### config.mk
export PLATFORM = sky130hd
export DESIGN_NAME = steering_fault_supervisor
export DESIGN_NICKNAME = d
export VERILOG_FILES = /design/src/flash_code_blinker.v /design/src/steering_fault_supervisor.v
export VERILOG_INCLUDE_DIRS = /design/src
export SDC_FILE = /design/constraint.sdc
export NUM_CORES = 1
export LEC_CHECK = 0
export BUFFER_PORTS_ARGS = -buffer_cell sky130_fd_sc_hd__buf_2
export CAP_MARGIN = 10
export CORE_MARGIN = 8
export CORE_UTILIZATION = 38
export CTS_CLUSTER_SIZE = 40
export DETAILED_ROUTE_END_ITERATION = 16
export HOLD_SLACK_MARGIN = 0.05
export SETUP_SLACK_MARGIN = 0.3
export SLEW_MARGIN = 5
export SYNTH_ARGS = -nofsm -noshare
export SYNTH_HDL_FRONTEND = slang
export SYNTH_HIERARCHICAL = 1
export SYNTH_SLANG_ARGS = --single-unit
### constraint.sdc
create_clock -name clk_sys -period 2.7 [get_ports clk_sys]
set_input_delay 0.27 -clock clk_sys [delete_from_list [all_inputs] [get_ports clk_sys]]
set_output_delay 0.27 -clock clk_sys [all_outputs]
set_load 0.03 [all_outputs]
### src/steer_fault_map.vh
// steer_fault_map.vh: constants for the steering fault supervisor
// Overview of operation
// overvoltage: code 18, latched immediate shutdown
// motor temp: code 21, reduced limit, self-clears
// controller overtemp: code 22, clears below 85C
// reversed polarity: code 23, latched shutdown
// 5V supply overload: code 24, latched hold-shutdown
// relay driver fault: code 31, latched warn-shutdown
// relay welded 32, not closed 33: shutdown
// hardware fault: code 34, latched shutdown
// motor stalled: code 36, latched shutdown
// motor open: code 37, latched warn-shutdown
// motor short: code 38, latched shutdown
// command input 1 range: code 41, hold-shutdown
// command input 2 or crosscheck: 42, hold-shutdown
// feedback input 1 range: code 43, hold-shutdown
// feedback input 2 or crosscheck: 44, hold-shutdown
// parameter memory crc: code 46, hold-shutdown
// encoder fault: code 47, warn-then-shutdown
// home not found: code 53, latched shutdown
// startup handshake failure: code 62, latched shutdown
// shutdown stops drive, drops fault output
// warn-shutdown runs until traction stop or timeout
// hold-shutdown holds wheel until stop or timeout
// blink active fault code on status led
// worst reaction wins, highest-priority code flashes
`ifndef STEER_FAULT_MAP_VH
`define STEER_FAULT_MAP_VH

// ==========================================
// fault indices into the detect vector
`define F_OVERVOLT 0
`define F_MOTOR_TEMP 1
`define F_CTRL_TEMP 2
`define F_POLARITY 3
`define F_SUPPLY_5V 4
`define F_RELAY_DRV 5
`define F_RELAY_WELD 6
`define F_RELAY_OPEN 7
`define F_HARDWARE 8
`define F_STALL 9
`define F_MOTOR_OPEN 10
`define F_MOTOR_SHORT 11
`define F_CMD1 12
`define F_CMD2 13
`define F_FB1 14
`define F_FB2 15
`define F_CRC 16
`define F_ENCODER 17
`define F_HOME 18
`define F_HANDSHAKE 19
`define N_DET 19
`define N_FAULT 20

// ==========================================
// reactions, numbered in rising severity
`define RX_NONE 3'h0
`define RX_WARN 3'h1
`define RX_CUR 3'h2
`define RX_WTS 3'h3
`define RX_HTS 3'h4
`define RX_SHUT 3'h5

// ==========================================
// temperatures and timing
`define CTRL_TEMP_CLEAR_C 8'h55
`define CLK_PERIOD_NS 10
`define MS_NS 1000000
`define TICKS_PER_MS (`MS_NS / `CLK_PERIOD_NS)
`define HS_WINDOW_MS 16'h0064
`define LED_ON_MS 250
`define LED_OFF_MS 250
`define LED_DIGIT_GAP_MS 1000
`define LED_REPEAT_GAP_MS 2000

`endif

### src/flash_code_blinker.v
// flash_code_blinker.v: blinks a two-digit bcd fault code on the led
`timescale 1ns/1ps
`default_nettype none
`include "steer_fault_map.vh"

module flash_code_blinker #(
  parameter integer ON_CYC = `LED_ON_MS * `TICKS_PER_MS,
  parameter integer OFF_CYC = `LED_OFF_MS * `TICKS_PER_MS,
  parameter integer DIGIT_GAP_CYC = `LED_DIGIT_GAP_MS * `TICKS_PER_MS,
  parameter integer REPEAT_GAP_CYC = `LED_REPEAT_GAP_MS * `TICKS_PER_MS
) (
  // clock and reset
  input wire clk_sys,
  input wire sys_rst,
  // code to show, zero for none
  input wire [7:0] code,
  // led drive
  output reg led_r
);

  localparam [1:0] BL_IDLE = 2'h0;
  localparam [1:0] BL_ON = 2'h1;
  localparam [1:0] BL_OFF = 2'h2;
  localparam [1:0] BL_GAP = 2'h3;

  reg [1:0] state_r;
  reg [31:0] tmr_r;
  reg [7:0] shown_r;
  reg second_r;
  reg [3:0] left_r;

  // a code is sampled once per sequence so the pattern is never torn mid-digit
  always @(posedge clk_sys) begin
    if (sys_rst) begin
      state_r <= BL_IDLE;
      tmr_r <= 32'h0;
      shown_r <= 8'h00;
      second_r <= 1'b0;
      left_r <= 4'h0;
      led_r <= 1'b0;
    end else if (tmr_r != 32'h0) begin
      tmr_r <= tmr_r - 32'h1;
    end else begin
      case (state_r)
        BL_IDLE: begin
          led_r <= 1'b0;
          if (code != 8'h00) begin
            shown_r <= code;
            second_r <= 1'b0;
            left_r <= code[7:4];
            state_r <= BL_GAP;
          end
        end
        BL_ON: begin
          led_r <= 1'b0;
          left_r <= left_r - 4'h1;
          tmr_r <= OFF_CYC[31:0];
          state_r <= BL_OFF;
        end
        BL_OFF: begin
          if (left_r != 4'h0) begin
            led_r <= 1'b1;
            tmr_r <= ON_CYC[31:0];
            state_r <= BL_ON;
          end else if (!second_r) begin
            second_r <= 1'b1;
            left_r <= shown_r[3:0];
            tmr_r <= DIGIT_GAP_CYC[31:0];
            state_r <= BL_GAP;
          end else begin
            tmr_r <= REPEAT_GAP_CYC[31:0];
            state_r <= BL_IDLE;
          end
        end
        BL_GAP: begin
          if (left_r != 4'h0) begin
            led_r <= 1'b1;
            tmr_r <= ON_CYC[31:0];
            state_r <= BL_ON;
          end else begin
            tmr_r <= OFF_CYC[31:0];
            state_r <= BL_OFF;
          end
        end
        default: begin
          state_r <= BL_IDLE;
        end
      endcase
    end
  end

endmodule
`default_nettype wire

### src/steering_fault_supervisor.v
// steering_fault_supervisor.v: fault latching, reaction and flash code selection
`timescale 1ns/1ps
`default_nettype none
`include "steer_fault_map.vh"

module steering_fault_supervisor #(
  parameter integer TICKS_PER_MS = `TICKS_PER_MS,
  parameter [15:0] HS_WINDOW_MS = `HS_WINDOW_MS,
  parameter integer LED_ON_CYC = `LED_ON_MS * `TICKS_PER_MS,
  parameter integer LED_OFF_CYC = `LED_OFF_MS * `TICKS_PER_MS,
  parameter integer LED_DGAP_CYC = `LED_DIGIT_GAP_MS * `TICKS_PER_MS,
  parameter integer LED_RGAP_CYC = `LED_REPEAT_GAP_MS * `TICKS_PER_MS
) (
  // clock and key-switch power-up reset
  input wire clk_sys,
  input wire sys_rst,
  // key switch level, low while the key is off
  input wire key_switch_input,
  // detector levels, one per fault index except the handshake failure
  input wire [`N_DET-1:0] fault_det,
  // heatsink temperature in whole degrees
  input wire [7:0] heatsink_temp_c,
  // traction side
  input wire traction_stopped,
  input wire traction_hs_ack,
  output reg traction_hs_req_r,
  // configured fault steering timeout, ms
  input wire [15:0] fault_steer_timeout_ms,
  // steering reaction outputs
  output reg steer_enable_r,
  output reg fault_out_r,
  output reg hold_position_r,
  output reg warning_r,
  output reg current_reduce_r,
  output reg [7:0] active_code_r,
  // status led driver
  output wire status_led_r
);

  // ==========================================
  // fault table
  function [7:0] code_of;
    input [4:0] idx;
    begin
      case (idx)
        5'd0: code_of = 8'h18;
        5'd1: code_of = 8'h21;
        5'd2: code_of = 8'h22;
        5'd3: code_of = 8'h23;
        5'd4: code_of = 8'h24;
        5'd5: code_of = 8'h31;
        5'd6: code_of = 8'h32;
        5'd7: code_of = 8'h33;
        5'd8: code_of = 8'h34;
        5'd9: code_of = 8'h36;
        5'd10: code_of = 8'h37;
        5'd11: code_of = 8'h38;
        5'd12: code_of = 8'h41;
        5'd13: code_of = 8'h42;
        5'd14: code_of = 8'h43;
        5'd15: code_of = 8'h44;
        5'd16: code_of = 8'h46;
        5'd17: code_of = 8'h47;
        5'd18: code_of = 8'h53;
        5'd19: code_of = 8'h62;
        default: code_of = 8'h00;
      endcase
    end
  endfunction

  // unknown indices fail safe to an immediate stop
  function [2:0] react_of;
    input [4:0] idx;
    begin
      case (idx)
        5'd0: react_of = `RX_SHUT;
        5'd1: react_of = `RX_CUR;
        5'd2: react_of = `RX_CUR;
        5'd3: react_of = `RX_SHUT;
        5'd4: react_of = `RX_HTS;
        5'd5: react_of = `RX_WTS;
        5'd6: react_of = `RX_SHUT;
        5'd7: react_of = `RX_SHUT;
        5'd8: react_of = `RX_SHUT;
        5'd9: react_of = `RX_SHUT;
        5'd10: react_of = `RX_WTS;
        5'd11: react_of = `RX_SHUT;
        5'd12: react_of = `RX_HTS;
        5'd13: react_of = `RX_HTS;
        5'd14: react_of = `RX_HTS;
        5'd15: react_of = `RX_HTS;
        5'd16: react_of = `RX_HTS;
        5'd17: react_of = `RX_WTS;
        5'd18: react_of = `RX_SHUT;
        5'd19: react_of = `RX_SHUT;
        default: react_of = `RX_SHUT;
      endcase
    end
  endfunction

  // temperature faults recover on their own; all others wait for a key cycle
  function is_auto;
    input [4:0] idx;
    begin
      is_auto = (idx == `F_MOTOR_TEMP) || (idx == `F_CTRL_TEMP);
    end
  endfunction

  // ==========================================
  // key cycle and startup handshake
  localparam [1:0] HS_IDLE = 2'h0;
  localparam [1:0] HS_WAIT = 2'h1;
  localparam [1:0] HS_DONE = 2'h2;
  localparam [1:0] HS_FAIL = 2'h3;

  reg [1:0] hs_state_r;
  reg [1:0] hs_state_nxt;
  reg [15:0] hs_ms_r;
  reg [31:0] tick_cnt_r;
  reg ms_tick_r;
  wire key_off;
  wire hs_fail_set;

  assign key_off = ~key_switch_input;
  assign hs_fail_set = (hs_state_r == HS_FAIL);

  // free running millisecond tick shared by the handshake and reaction timers
  always @(posedge clk_sys) begin
    if (sys_rst) begin
      tick_cnt_r <= 32'h0;
      ms_tick_r <= 1'b0;
    end else if (tick_cnt_r >= TICKS_PER_MS - 1) begin
      tick_cnt_r <= 32'h0;
      ms_tick_r <= 1'b1;
    end else begin
      tick_cnt_r <= tick_cnt_r + 32'h1;
      ms_tick_r <= 1'b0;
    end
  end

  always @* begin
    hs_state_nxt = hs_state_r;
    case (hs_state_r)
      HS_IDLE: begin
        if (!key_off) begin
          hs_state_nxt = HS_WAIT;
        end
      end
      HS_WAIT: begin
        if (traction_hs_ack) begin
          hs_state_nxt = HS_DONE;
        end else if (hs_ms_r >= HS_WINDOW_MS) begin
          hs_state_nxt = HS_FAIL;
        end
      end
      HS_DONE, HS_FAIL: begin
        hs_state_nxt = hs_state_r;
      end
      default: begin
        hs_state_nxt = HS_IDLE;
      end
    endcase
    // a key cycle restarts the handshake from the beginning
    if (key_off) begin
      hs_state_nxt = HS_IDLE;
    end
  end

  always @(posedge clk_sys) begin
    if (sys_rst) begin
      hs_state_r <= HS_IDLE;
      hs_ms_r <= 16'h0000;
      traction_hs_req_r <= 1'b0;
    end else begin
      hs_state_r <= hs_state_nxt;
      traction_hs_req_r <= (hs_state_nxt == HS_WAIT);
      if (hs_state_r != HS_WAIT) begin
        hs_ms_r <= 16'h0000;
      end else if (ms_tick_r && hs_ms_r != 16'hFFFF) begin
        hs_ms_r <= hs_ms_r + 16'h0001;
      end
    end
  end

  // ==========================================
  // fault flags
  wire [`N_FAULT-1:0] raw_det;
  reg [`N_FAULT-1:0] fault_r;

  assign raw_det = {hs_fail_set, fault_det};

  genvar gi;
  generate
    for (gi = 0; gi < `N_FAULT; gi = gi + 1) begin : g_flag
      if (gi == `F_MOTOR_TEMP) begin : g_follow
        // estimated motor temperature back in range drops the flag
        always @(posedge clk_sys) begin
          if (sys_rst) begin
            fault_r[gi] <= 1'b0;
          end else begin
            fault_r[gi] <= raw_det[gi];
          end
        end
      end else if (gi == `F_CTRL_TEMP) begin : g_hyst
        // stays set until the heatsink is below the clear point
        always @(posedge clk_sys) begin
          if (sys_rst) begin
            fault_r[gi] <= 1'b0;
          end else if (raw_det[gi]) begin
            fault_r[gi] <= 1'b1;
          end else if (heatsink_temp_c < `CTRL_TEMP_CLEAR_C) begin
            fault_r[gi] <= 1'b0;
          end
        end
      end else begin : g_latch
        // detection wins over a key-off clear in the same cycle
        always @(posedge clk_sys) begin
          if (sys_rst) begin
            fault_r[gi] <= 1'b0;
          end else if (raw_det[gi]) begin
            fault_r[gi] <= 1'b1;
          end else if (key_off) begin
            fault_r[gi] <= 1'b0;
          end
        end
      end
    end
  endgenerate

  // ==========================================
  // worst reaction and displayed code
  reg [2:0] worst;
  reg [7:0] sel_code;
  reg any_cur;
  integer k;

  // scan downward so the lowest index wins a tie of equal severity
  always @* begin
    worst = `RX_NONE;
    sel_code = 8'h00;
    any_cur = 1'b0;
    for (k = `N_FAULT - 1; k >= 0; k = k - 1) begin
      if (fault_r[k]) begin
        if (react_of(k[4:0]) >= worst) begin
          worst = react_of(k[4:0]);
          sel_code = code_of(k[4:0]);
        end
        // only the self-clearing temperature faults trim the current limit
        if (is_auto(k[4:0])) begin
          any_cur = 1'b1;
        end
      end
    end
  end

  // ==========================================
  // reaction sequencer
  localparam [1:0] RS_RUN = 2'h0;
  localparam [1:0] RS_DELAY = 2'h1;
  localparam [1:0] RS_SHUT = 2'h2;

  reg [1:0] rs_state_r;
  reg [1:0] rs_state_nxt;
  reg [15:0] rs_ms_r;
  wire delay_over;

  // either end condition closes the grace period
  assign delay_over = traction_stopped || (rs_ms_r >= fault_steer_timeout_ms);

  always @* begin
    rs_state_nxt = rs_state_r;
    case (rs_state_r)
      RS_RUN: begin
        if (worst == `RX_SHUT) begin
          rs_state_nxt = RS_SHUT;
        end else if (worst == `RX_WTS || worst == `RX_HTS) begin
          rs_state_nxt = RS_DELAY;
        end
      end
      RS_DELAY: begin
        if (worst == `RX_SHUT || delay_over) begin
          rs_state_nxt = RS_SHUT;
        end else if (worst < `RX_WTS) begin
          rs_state_nxt = RS_RUN;
        end
      end
      RS_SHUT: begin
        // leaves only once the latched causes were cleared by a key cycle
        if (worst < `RX_WTS) begin
          rs_state_nxt = RS_RUN;
        end
      end
      default: begin
        rs_state_nxt = RS_SHUT;
      end
    endcase
  end

  always @(posedge clk_sys) begin
    if (sys_rst) begin
      rs_state_r <= RS_RUN;
      rs_ms_r <= 16'h0000;
      steer_enable_r <= 1'b0;
      fault_out_r <= 1'b0;
      hold_position_r <= 1'b0;
      warning_r <= 1'b0;
      current_reduce_r <= 1'b0;
      active_code_r <= 8'h00;
    end else begin
      rs_state_r <= rs_state_nxt;
      if (rs_state_r != RS_DELAY) begin
        rs_ms_r <= 16'h0000;
      end else if (ms_tick_r && rs_ms_r != 16'hFFFF) begin
        rs_ms_r <= rs_ms_r + 16'h0001;
      end
      // drive stays off while the key is off or until the handshake completes
      steer_enable_r <= (rs_state_nxt != RS_SHUT) && (hs_state_r == HS_DONE);
      fault_out_r <= (rs_state_nxt != RS_SHUT);
      hold_position_r <= (rs_state_nxt == RS_DELAY) && (worst == `RX_HTS);
      warning_r <= (worst != `RX_NONE);
      current_reduce_r <= any_cur;
      active_code_r <= sel_code;
    end
  end

  // ==========================================
  // status led
  flash_code_blinker #(
    .ON_CYC(LED_ON_CYC),
    .OFF_CYC(LED_OFF_CYC),
    .DIGIT_GAP_CYC(LED_DGAP_CYC),
    .REPEAT_GAP_CYC(LED_RGAP_CYC)
  ) u_blinker (
    .clk_sys(clk_sys),
    .sys_rst(sys_rst),
    .code(active_code_r),
    .led_r(status_led_r)
  );

endmodule
`default_nettype wire

==> reports/qor.csv, run 1 <==
metric;value;unit
HPWL after detailed placement;12600;µm
mean post-synth cell area;8.47;µm²
critical path class;register to register;
Gate power share;0.352;
CP arrival;2660;ps
Final GP Congestion;0.815;
latest clock arrival within the worst-skew pair;430;ps
post-synthesis mux area share;0.0102;
CTS Root Cell;clkbuf_16;
RSZ-0062 raised after global routing;true;
htree depth;4;
total gr overflow;0;
Clock transition at path regs;60;ps
top cell type's share of synthesized area;0.411;
max_slew headroom;0.445;
share of layout cells above drive strength 1;0.157;
Switch Pwr;0.00289;W
Setup crit end kind;register;
Crit Path Max Fanout;5;
DRC;0;
# diodes;0;
Synth Area in Simple Gates;0.269;
DR vias/cell;5.35;
Top FF cell, synth;dfxtp_1;
Commonest cells post-synth;dfxtp_1 (146), nor2_1 (118), a21oi_1 (68);
final hold violation count;0;
final setup TNS;0;ps
Critical Path, Cell by Cell;inv_1, ha_1, or3_1, nor4_1, nand4_1, a311o_1, o31ai_1;
peak supply drop;0.530;mV
Net Sw Frac;0.359;
first-iteration detailed-routing DRC count;451;
worst hold margin;59.2;ps
DIE AREA;23400;µm²
Cells after DPL;1130;
Distinct cells, synth;72;
Reg2Reg Depth;7;
worst-case clock buffer depth;2;
io pins;63;
initial core utilization;0.384;
Slew Limit Fails;0;
fmax;432;MHz
Leak;3.32;nW
HP Class;input pin to register;
PwrDens;945;nW/µm²
Area growth syn-to-layout;19.7;%
final setup vio count;0;
Post-synth EDFFs;0;
sequential power share;0.337;
Crit-path slowest cell;or3_1;
Pint;0.00516;W
Vias;6277;
Final nets;1000;
Seq/Total Area, Yosys;0.411;
Area contributors post-synth;dfxtp_1 (41%), nor2_1 (6.2%), a21oi_1 (4.8%);
worst clock skew;10.6;ps
final worst-path cycle share;0.858;
post-layout util;0.460;
# clock sinks;146;
Buffers on Ports;61;
GRT Overall Usage;0.149;
xor/xnor share of the synthesized area;0.0554;
CTS tree;yes;
Ys Warns;6;
adder-cell share of the synthesized area;0.0457;
DRT Pass-1 Iters;5;
first-pass GRT wire length;28900;µm
largest net degree at the start of global routing;50;
CP required;3040;ps
TritonCTS Buffers;17;
element type at the critical path start;register;
Die Y-Extent;153;µm
vias in the first global route;5815;
aggregate routed wire length;17300;µm
Max Cap Viol;0;
count leader, synth;dfxtp_1;
Core Box Area;18500;µm²
clock power share;0.311;
DIE WIDTH;153;µm
post-synthesis cell area;7120;µm²
average wire per standard cell;14.8;µm
register bit total from synthesis;146;
Mapped Cells;840;
Layout Cells excl Fill;1173;
Hold Path Depth;3;
outcome;finished clean;
Largest stage delay, worst path;470;ps
slew of the pin with the lowest slew margin;824;ps
initial antenna violation count;0;
Post-synth ARST share;0;
ANT nets after route;0;
# rows;50;
Synth Area in Compound Gates;0.166;
Synth area leader;dfxtp_1;
crit path time final;2320;ps
largest family of logic cells by synthesized area;simple AND/OR/NAND/NOR gates;
==> path summary, 6_finish.rpt <==
check | start | end | slack (ps)
worst min register to register | rs_state_r[1]$_SDFF_PP0_ | rs_state_r[0]$_SDFF_PP0_ | 470
worst max-delay path | u_blinker/state_r[0]$_SDFFE_PP0P_ | u_blinker/tmr_r[31]$_SDFFE_PP0P_ | 380
worst min-delay path | fault_det[17] | fault_r[17]$_SDFFE_PP0P_ | 60
worst max register to register | u_blinker/state_r[0]$_SDFFE_PP0P_ | u_blinker/tmr_r[31]$_SDFFE_PP0P_ | 380
==> worst max-delay path: cells and delay by family, from the launching register on <==
kind            cells  cell delay [ps]
simple gates        3             1050
compound gates      2              460
flops               1              410
fa+ha+maj           1              220
buf+inv             1               90
==> power by group through the flow <==
stage | logic [W] | registers [W] | clock network [W]
floorplan | 0.00198 | 0.00269 | 0
global placement | 0.00266 | 0.00274 | 0
detailed placement | 0.00266 | 0.00274 | 0
CTS | 0.00270 | 0.00270 | 0.00256
global route | 0.00312 | 0.00275 | 0.00265
finish | 0.00283 | 0.00271 | 0.00251
==> registers in the layout, indices dropped and copies added, names as in the netlist <==
signal and cells:
tick_cnt_r 32, u_blinker/tmr_r 32, fault_r 20, hs_ms_r 16, rs_ms_r 16, active_code_r 7, u_blinker/left_r 4, u_blinker/shown_r 4
hs_state_r 2, rs_state_r 2, u_blinker/state_r 2, current_reduce_r 1, fault_out_r 1, hold_position_r 1, ms_tick_r 1, steer_enable_r 1
traction_hs_req_r 1, u_blinker/led_r 1, u_blinker/second_r 1, warning_r 1
==> metal layers <==
| metal | up-vias | part of all wire | global-route usage |
|---|---|---|---|
| met4 | 0 | 0.0099 | 0.0518 |
| met2 | 124 | 0.46 | 0.235 |
| li1 | 3221 | - | - |
| met3 | 15 | 0.045 | 0.0367 |
| met5 | - | 0 | 0 |
| met1 | 2917 | 0.48 | 0.195 |
==> logic make-up after synthesis <==
group	Yosys count
AND/OR/NAND/NOR	366
AO/OA/AOI/OAI	175
flip-flops	146
buffers and inverters	74
XOR/XNOR	45
adder cells (fa/ha/maj)	26
multiplexers	7
other	1
==> final cells by class <==
type / count / area, µm²
inverter: 40 / 150
clock buffer: 19 / 443
timing repair buffer: 84 / 514
multi-input combinational: 637 / 4010
tap: 234 / 293
clock inverter: 13 / 183
sequential: 146 / 2920
fill: 1841 / 10000
==> what timing repair did <==
item	CTS	global route
setup buffers	0	3
endpoints found under the hold margin	8	0
gates cloned	0	0
hold buffers	8	0
pin swaps	1	3
setup endpoints to repair	4	24
resized for setup	3	9
==> metrics by stage <==
step	total power, W	cell area, µm²	setup slack (ps)
after floorplan	0.00467	7190	341
after global placement	0.00540	7740	279
after detailed placement	0.00540	7740	228
after CTS	0.00796	8450	288
after global routing	0.00852	8520	250
final	0.00805	8520	383
==> cells in the final DEF, fill, tap and decap left out, types with 5 or more instances in the layout <==
cell / n
nand4_1: 24
clkbuf_16: 17
and4_1: 6
a22oi_1: 5
dfxtp_1: 146
o31ai_1: 6
conb_1: 18
nor4_1: 22
buf_4: 13
a211oi_1: 8
and3_1: 13
mux2i_1: 5
nor3_1: 37
buf_2: 61
dlygate4sd3_1: 8
nand2_1: 37
nand3_1: 34
or3_1: 16
or2_2: 8
a31oi_1: 14
ha_1: 26
a31o_2: 7
nand2b_1: 10
or4_1: 9
nor2_1: 118
a21oi_1: 68
o21a_1: 6
xnor2_1: 26
xor2_1: 19
inv_1: 40
o21ai_0: 21
(Power assumes the default switching activity.)
==> run 2, diff against run 1 <==
==> constraint.sdc (replaced) <==
create_clock -name clk_sys -period 2.7 [get_ports clk_sys]
set_input_delay 0.405 -clock clk_sys [delete_from_list [all_inputs] [get_ports clk_sys]]
set_output_delay 0.405 -clock clk_sys [all_outputs]
set_load 0.03 [all_outputs]
==> run 2 against run 1 <==
Net effect:
- die area did not move
- clock skew shrank 2.8 ps
- design area is 0.63% lower
- via count down 0.16%
- largest cell class unchanged
- worst hold slack improved by 130 ps
- sequential share of layout area rose by 0.23 points
- register-to-register slack lost 50 ps
- sequential cell count stayed put
- non-clock buffer count decreased by 1
==> reports/qor.csv, run 2 (synthesis gave the netlist of run 1 again) <==
metric;value;unit
Hold Path Depth;3;
# diodes;0;
first-iteration detailed-routing DRC count;489;
fmax;423;MHz
worst clock skew;7.81;ps
Area after DPL;7750;µm²
share of layout cells above drive strength 1;0.166;
ANT nets after route;0;
initial core utilization;0.384;
area of the multi-input gates;4040;µm²
most frequent CP cell;or3_1;
filler instances;1842;
largest net degree at the start of global routing;38;
most frequent cells in the layout;dfxtp_1 (145), nor2_1 (118), a21oi_1 (67);
commonest non-fill, non-tap cell in the layout;dfxtp_1;
Final GP Congestion;0.841;
Pint;0.00511;W
max_slew headroom;0.508;
latest clock arrival within the worst-skew pair;420;ps
final hold violation count;0;
worst-case clock buffer depth;2;
# rows;50;
Top delay family on crit path;simple AND/OR/NAND/NOR gates;
DIE AREA;23400;µm²
R2R Path End;u_blinker/tmr_r[14]$_SDFFE_PP0P_;
critical path class;register to register;
final worst-path cycle share;0.876;
average wire per standard cell;14.9;µm
Final nets;999;
Gate power share;0.365;
total gr overflow;0;
Hold EP;fault_r[15]$_SDFFE_PP0P_;
HPWL after detailed placement;12500;µm
Area growth syn-to-layout;18.9;%
CTS tree;yes;
Net Sw Frac;0.362;
DIE WIDTH;153;µm
TritonCTS Buffers;17;
worst hold margin;190;ps
Hold Crit Start;fault_det[15];
Clock transition at path regs;60;ps
element type at the critical path start;register;
Critical Path, Cell by Cell;inv_2, ha_4, or3b_4, buf_4, or3_4, or3_1, or3_1, a21oi_2;
Core Box Area;18500;µm²
Slew Limit Fails;0;
CP required;3050;ps
final setup TNS;0;ps
design area;8460;µm²
Setup crit end kind;register;
io pins;63;
slew of the pin with the lowest slew margin;737;ps
clock power share;0.295;
Max Cap Viol;0;
Crit-path slowest cell;or3b_4;
crit path time final;2360;ps
HP Class;input pin to register;
Buf+Inv Stages, Crit Path;2;
DR vias/cell;5.35;
RSZ-0062 raised after global routing;false;
first-pass GRT wire length;28700;µm
outcome;finished clean;
Reg2Reg Depth;8;
sequential power share;0.340;
CP arrival;2720;ps
# clock sinks;146;
htree depth;4;
final setup vio count;0;
reg-to-reg startpoint;u_blinker/tmr_r[0]$_SDFFE_PP0P_;
Crit Path Max Fanout;7;
PwrDens;948;nW/µm²
DRT Pass-1 Iters;7;
GRT Overall Usage;0.147;
aggregate routed wire length;17500;µm
Leak;3.31;nW
Switch Pwr;0.00291;W
post-layout util;0.457;
Die Y-Extent;153;µm
vias in the first global route;5666;
Cells after DPL;1134;
CTS Root Cell;clkbuf_16;
Reg2Reg Setup Slack;340;ps
DRC;0;
Vias;6267;
Layout Cells excl Fill;1171;
CTS Hold Bufs;0;
peak supply drop;0.513;mV
Buffers on Ports;61;
Largest stage delay, worst path;400;ps
initial antenna violation count;0;
Reg area;2920;µm²
Largest regs;tick_cnt_r x32, u_blinker/tmr_r x32, fault_r x20;
[run 2: cell types whose count changed in the layout (fill, tap and decap cells not counted), sizes merged]
cell         previous run  this run
buf                    76        83
bufinv                  4         3
clkbuf                 19        21
clkinv                  3         6
clkinvlp                4         1
dlygate4sd3             8         0
inv                    42        40
[run 2: area by class of cell]
class | instances | share of cell area
Timing Repair Buffer | 83 | 0.0556
Inverter | 40 | 0.0177
Tap cell | 234 | 0.0346
Multi-Input combinational cell | 637 | 0.477
Sequential cell | 146 | 0.346
Clock inverter | 10 | 0.0160
Clock buffer | 21 | 0.0532
[run 2: worst max-delay path by stage]
stage                               startpoint                          endpoint  slack [ps]  cells past startpoint
3_5_place_dp   u_blinker/tmr_r[0]$_SDFFE_PP0P_  u_blinker/tmr_r[11]$_SDFFE_PP0P_         180                      8
6_report       u_blinker/tmr_r[0]$_SDFFE_PP0P_  u_blinker/tmr_r[14]$_SDFFE_PP0P_         340                      8
5_1_grt        u_blinker/tmr_r[0]$_SDFFE_PP0P_  u_blinker/tmr_r[14]$_SDFFE_PP0P_         260                      8
2_1_floorplan  u_blinker/tmr_r[0]$_SDFFE_PP0P_  u_blinker/tmr_r[16]$_SDFFE_PP0P_         340                      7
3_3_place_gp   u_blinker/tmr_r[0]$_SDFFE_PP0P_  u_blinker/tmr_r[16]$_SDFFE_PP0P_         250                      7
4_1_cts        u_blinker/tmr_r[8]$_SDFFE_PP0P_  u_blinker/tmr_r[17]$_SDFFE_PP0P_         260                      5
[run 2: power by group through the flow]
stage / clock network (W) / logic, W / registers, W
CTS: 0.00241 / 0.00276 / 0.00271
global placement: 0 / 0.00263 / 0.00275
finish: 0.00237 / 0.00293 / 0.00273
detailed placement: 0 / 0.00264 / 0.00275
floorplan: 0 / 0.00198 / 0.00269
global route: 0.00252 / 0.00323 / 0.00277
[run 2: worst reg2reg max path, cell delays in order, from the launching register on]
cell	delay (ps)
dfxtp_1	330
inv_2	80
ha_4	140
or3b_4	400
buf_4	170
or3_4	390
or3_1	320
or3_1	340
a21oi_2	130
[run 2: metal layers]
layer,GRT usage,part of all wire,vias up
met4,0.0424,0.012,0
met5,0,0,-
met1,0.196,0.49,2932
met3,0.0361,0.043,17
met2,0.233,0.45,110
li1,-,-,3208
[run 2: metrics by stage]
stage	setup WS, ps	total power, W
finish	336	0.00802
global route	259	0.00852
CTS	261	0.00787
detailed placement	179	0.00539
global placement	249	0.00538
floorplan	341	0.00467
[run 2: what timing repair did]
action / CTS / global route
endpoints found under the hold margin: 0 / 0
cloned: 0 / 0
buffers inserted: 4 / 2
resized for setup: 7 / 11
pin swaps: 2 / 2
setup endpoints to repair: 20 / 27
==> run 3, diff against run 2 <==
Settings changed: CORE_UTILIZATION 38 to 33.
Clock period 2.7 ns to 2.35 ns, I/O delays scaled along.
==> run 3 against run 2 <==
Net effect:
- largest power group unchanged
- global-route usage shrank 0.84 points
- worst setup slack got worse by 200 ps
- die area rose by 14%
- via count increased by 4.9%
- clock skew hardly changed
- sequential power up 16%
- critical path type unchanged
- critical endpoint is now u_blinker/state_r[1]$_SDFFE_PP0P_
- combinational power rose by 64%
- cell count is 7.1% higher
==> reports/qor.csv, run 3 (synthesis gave the netlist of run 1 again) <==
metric;value;unit
outcome;finished clean;
vias in the first global route;6121;
RSZ-0062 raised after global routing;true;
# rows;53;
commonest non-fill, non-tap cell in the layout;dfxtp_1;
GRT Overall Usage;0.139;
Core Box Area;21100;µm²
most frequent cells in the layout;dfxtp_1 (132), nor2_1 (107), a21oi_1 (63);
first-iteration detailed-routing DRC count;343;
Leak;3.60;nW
largest net degree at the start of global routing;53;
CTS Root Cell;clkbuf_16;
DRT Pass-1 Iters;5;
ANT nets after route;0;
DRC;0;
Final nets;1042;
crit path time final;2220;ps
critical path class;register to register;
Worst Setup EP;u_blinker/state_r[1]$_SDFFE_PP0P_;
final worst-path cycle share;0.943;
CP Launch Point;u_blinker/tmr_r[0]$_SDFFE_PP0P_;
R2R Path End;u_blinker/state_r[1]$_SDFFE_PP0P_;
total gr overflow;0;
CP arrival;2540;ps
post-layout util;0.444;
slew of the pin with the lowest slew margin;654;ps
Area after DPL;8010;µm²
Reg2Reg Depth;9;
htree depth;4;
TritonCTS Buffers;17;
initial antenna violation count;0;
fmax;451;MHz
worst hold margin;140;ps
latest clock arrival within the worst-skew pair;420;ps
Final GP Congestion;0.868;
Clock transition at path regs;60;ps
element type at the critical path start;register;
Max Cap Viol;0;
final hold violation count;0;
design area;9370;µm²
peak supply drop;0.662;mV
Buffers on Ports;61;
average wire per standard cell;15.0;µm
CP required;2670;ps
CTS Hold Bufs;0;
first-pass GRT wire length;30300;µm
DIE AREA;26500;µm²
PwrDens;1140;nW/µm²
Die Y-Extent;163;µm
reg-to-reg startpoint;u_blinker/tmr_r[0]$_SDFFE_PP0P_;
final setup TNS;0;ps
Slew Limit Fails;0;
Reg2Reg Setup Slack;130;ps
Crit Path Max Fanout;5;
initial core utilization;0.337;
HPWL after detailed placement;13100;µm
aggregate routed wire length;18800;µm
share of layout cells above drive strength 1;0.274;
max_slew headroom;0.558;
Largest regs;tick_cnt_r x32, u_blinker/tmr_r x32, fault_r x20;
# diodes;0;
Setup crit end kind;register;
io pins;63;
DIE WIDTH;163;µm
worst-case clock buffer depth;2;
Area growth syn-to-layout;31.6;%
DR vias/cell;5.24;
Vias;6573;
final setup vio count;0;
CTS tree;yes;
# clock sinks;146;
worst clock skew;8.07;ps
HP Class;input pin to register;
run 3: changes by cell type in the layout (fill, tap and decap cells not counted), sizes merged:
cell and delta:
inv +2, clkbuf -4, buf +43, clkinvlp +2, clkinv -1
run 3: how the worst min path moves through the flow:
stage	from	to	slack [ps]	depth (start not counted)
detailed placement	tick_cnt_r[0]$_SDFF_PP0_	tick_cnt_r[0]$_SDFF_PP0_	460	1
CTS	fault_det[6]	fault_r[6]$_SDFFE_PP0P_	120	3
global placement	tick_cnt_r[0]$_SDFF_PP0_	tick_cnt_r[0]$_SDFF_PP0_	440	1
floorplan	tick_cnt_r[0]$_SDFF_PP0_	tick_cnt_r[0]$_SDFF_PP0_	430	1
finish	fault_det[17]	fault_r[17]$_SDFFE_PP0P_	140	3
global route	fault_det[15]	fault_r[15]$_SDFFE_PP0P_	130	3
run 3: power by group:
group	switching [W]	leakage [nW]	total, W	internal (W)
sequential	0.000367	1.20	0.00317	0.00280
clock	0.00105	0.281	0.00271	0.00166
combinational	0.00258	2.12	0.00480	0.00222
total	0.00399	3.60	0.0107	0.00668
run 3: layout make-up:
class / count / area (µm²)
multi-input combinational: 637 / 4430
sequential: 146 / 2950
timing repair buffer: 126 / 903
clock inverter: 13 / 163
inverter: 40 / 150
clock buffer: 17 / 425
fill: 2054 / 11700
tap: 275 / 344
run 3: routing by layer:
metal	up-vias	wire length, µm	global-route usage	part of all wire
met5	-	0	0	0
met4	0	316	0.0517	0.017
met3	25	949	0.0410	0.050
met2	139	8940	0.218	0.47
met1	3107	8630	0.177	0.46
li1	3302	-	-	-
run 3: stage by stage:
step / setup slack [ps] / instances / power [W]
2_1_floorplan: 85.3 / 857 / 0.00544
3_3_place_gp: 59.1 / 1194 / 0.00644
3_5_place_dp: -23.3 / 1194 / 0.00647
4_1_cts: 142 / 1239 / 0.00998
5_1_grt: 39.4 / 1254 / 0.0113
6_report: 133 / 1254 / 0.0107
run 3: worst max-delay path, cell delays in order, from the launching register on:
cell and delay, ps:
dfxtp_2 330, inv_2 70, ha_4 120, or3b_4 420, nor4_4 280, buf_4 160
and4_4 260, buf_12 130, o211ai_1 90, a221oi_1 270
run 3: timing repair:
item | CTS | global route
pin swaps | 19 | 28
endpoints found under the setup margin | 44 | 75
resized for setup | 47 | 77
buffers inserted | 13 | 13
cloned | 2 | 2
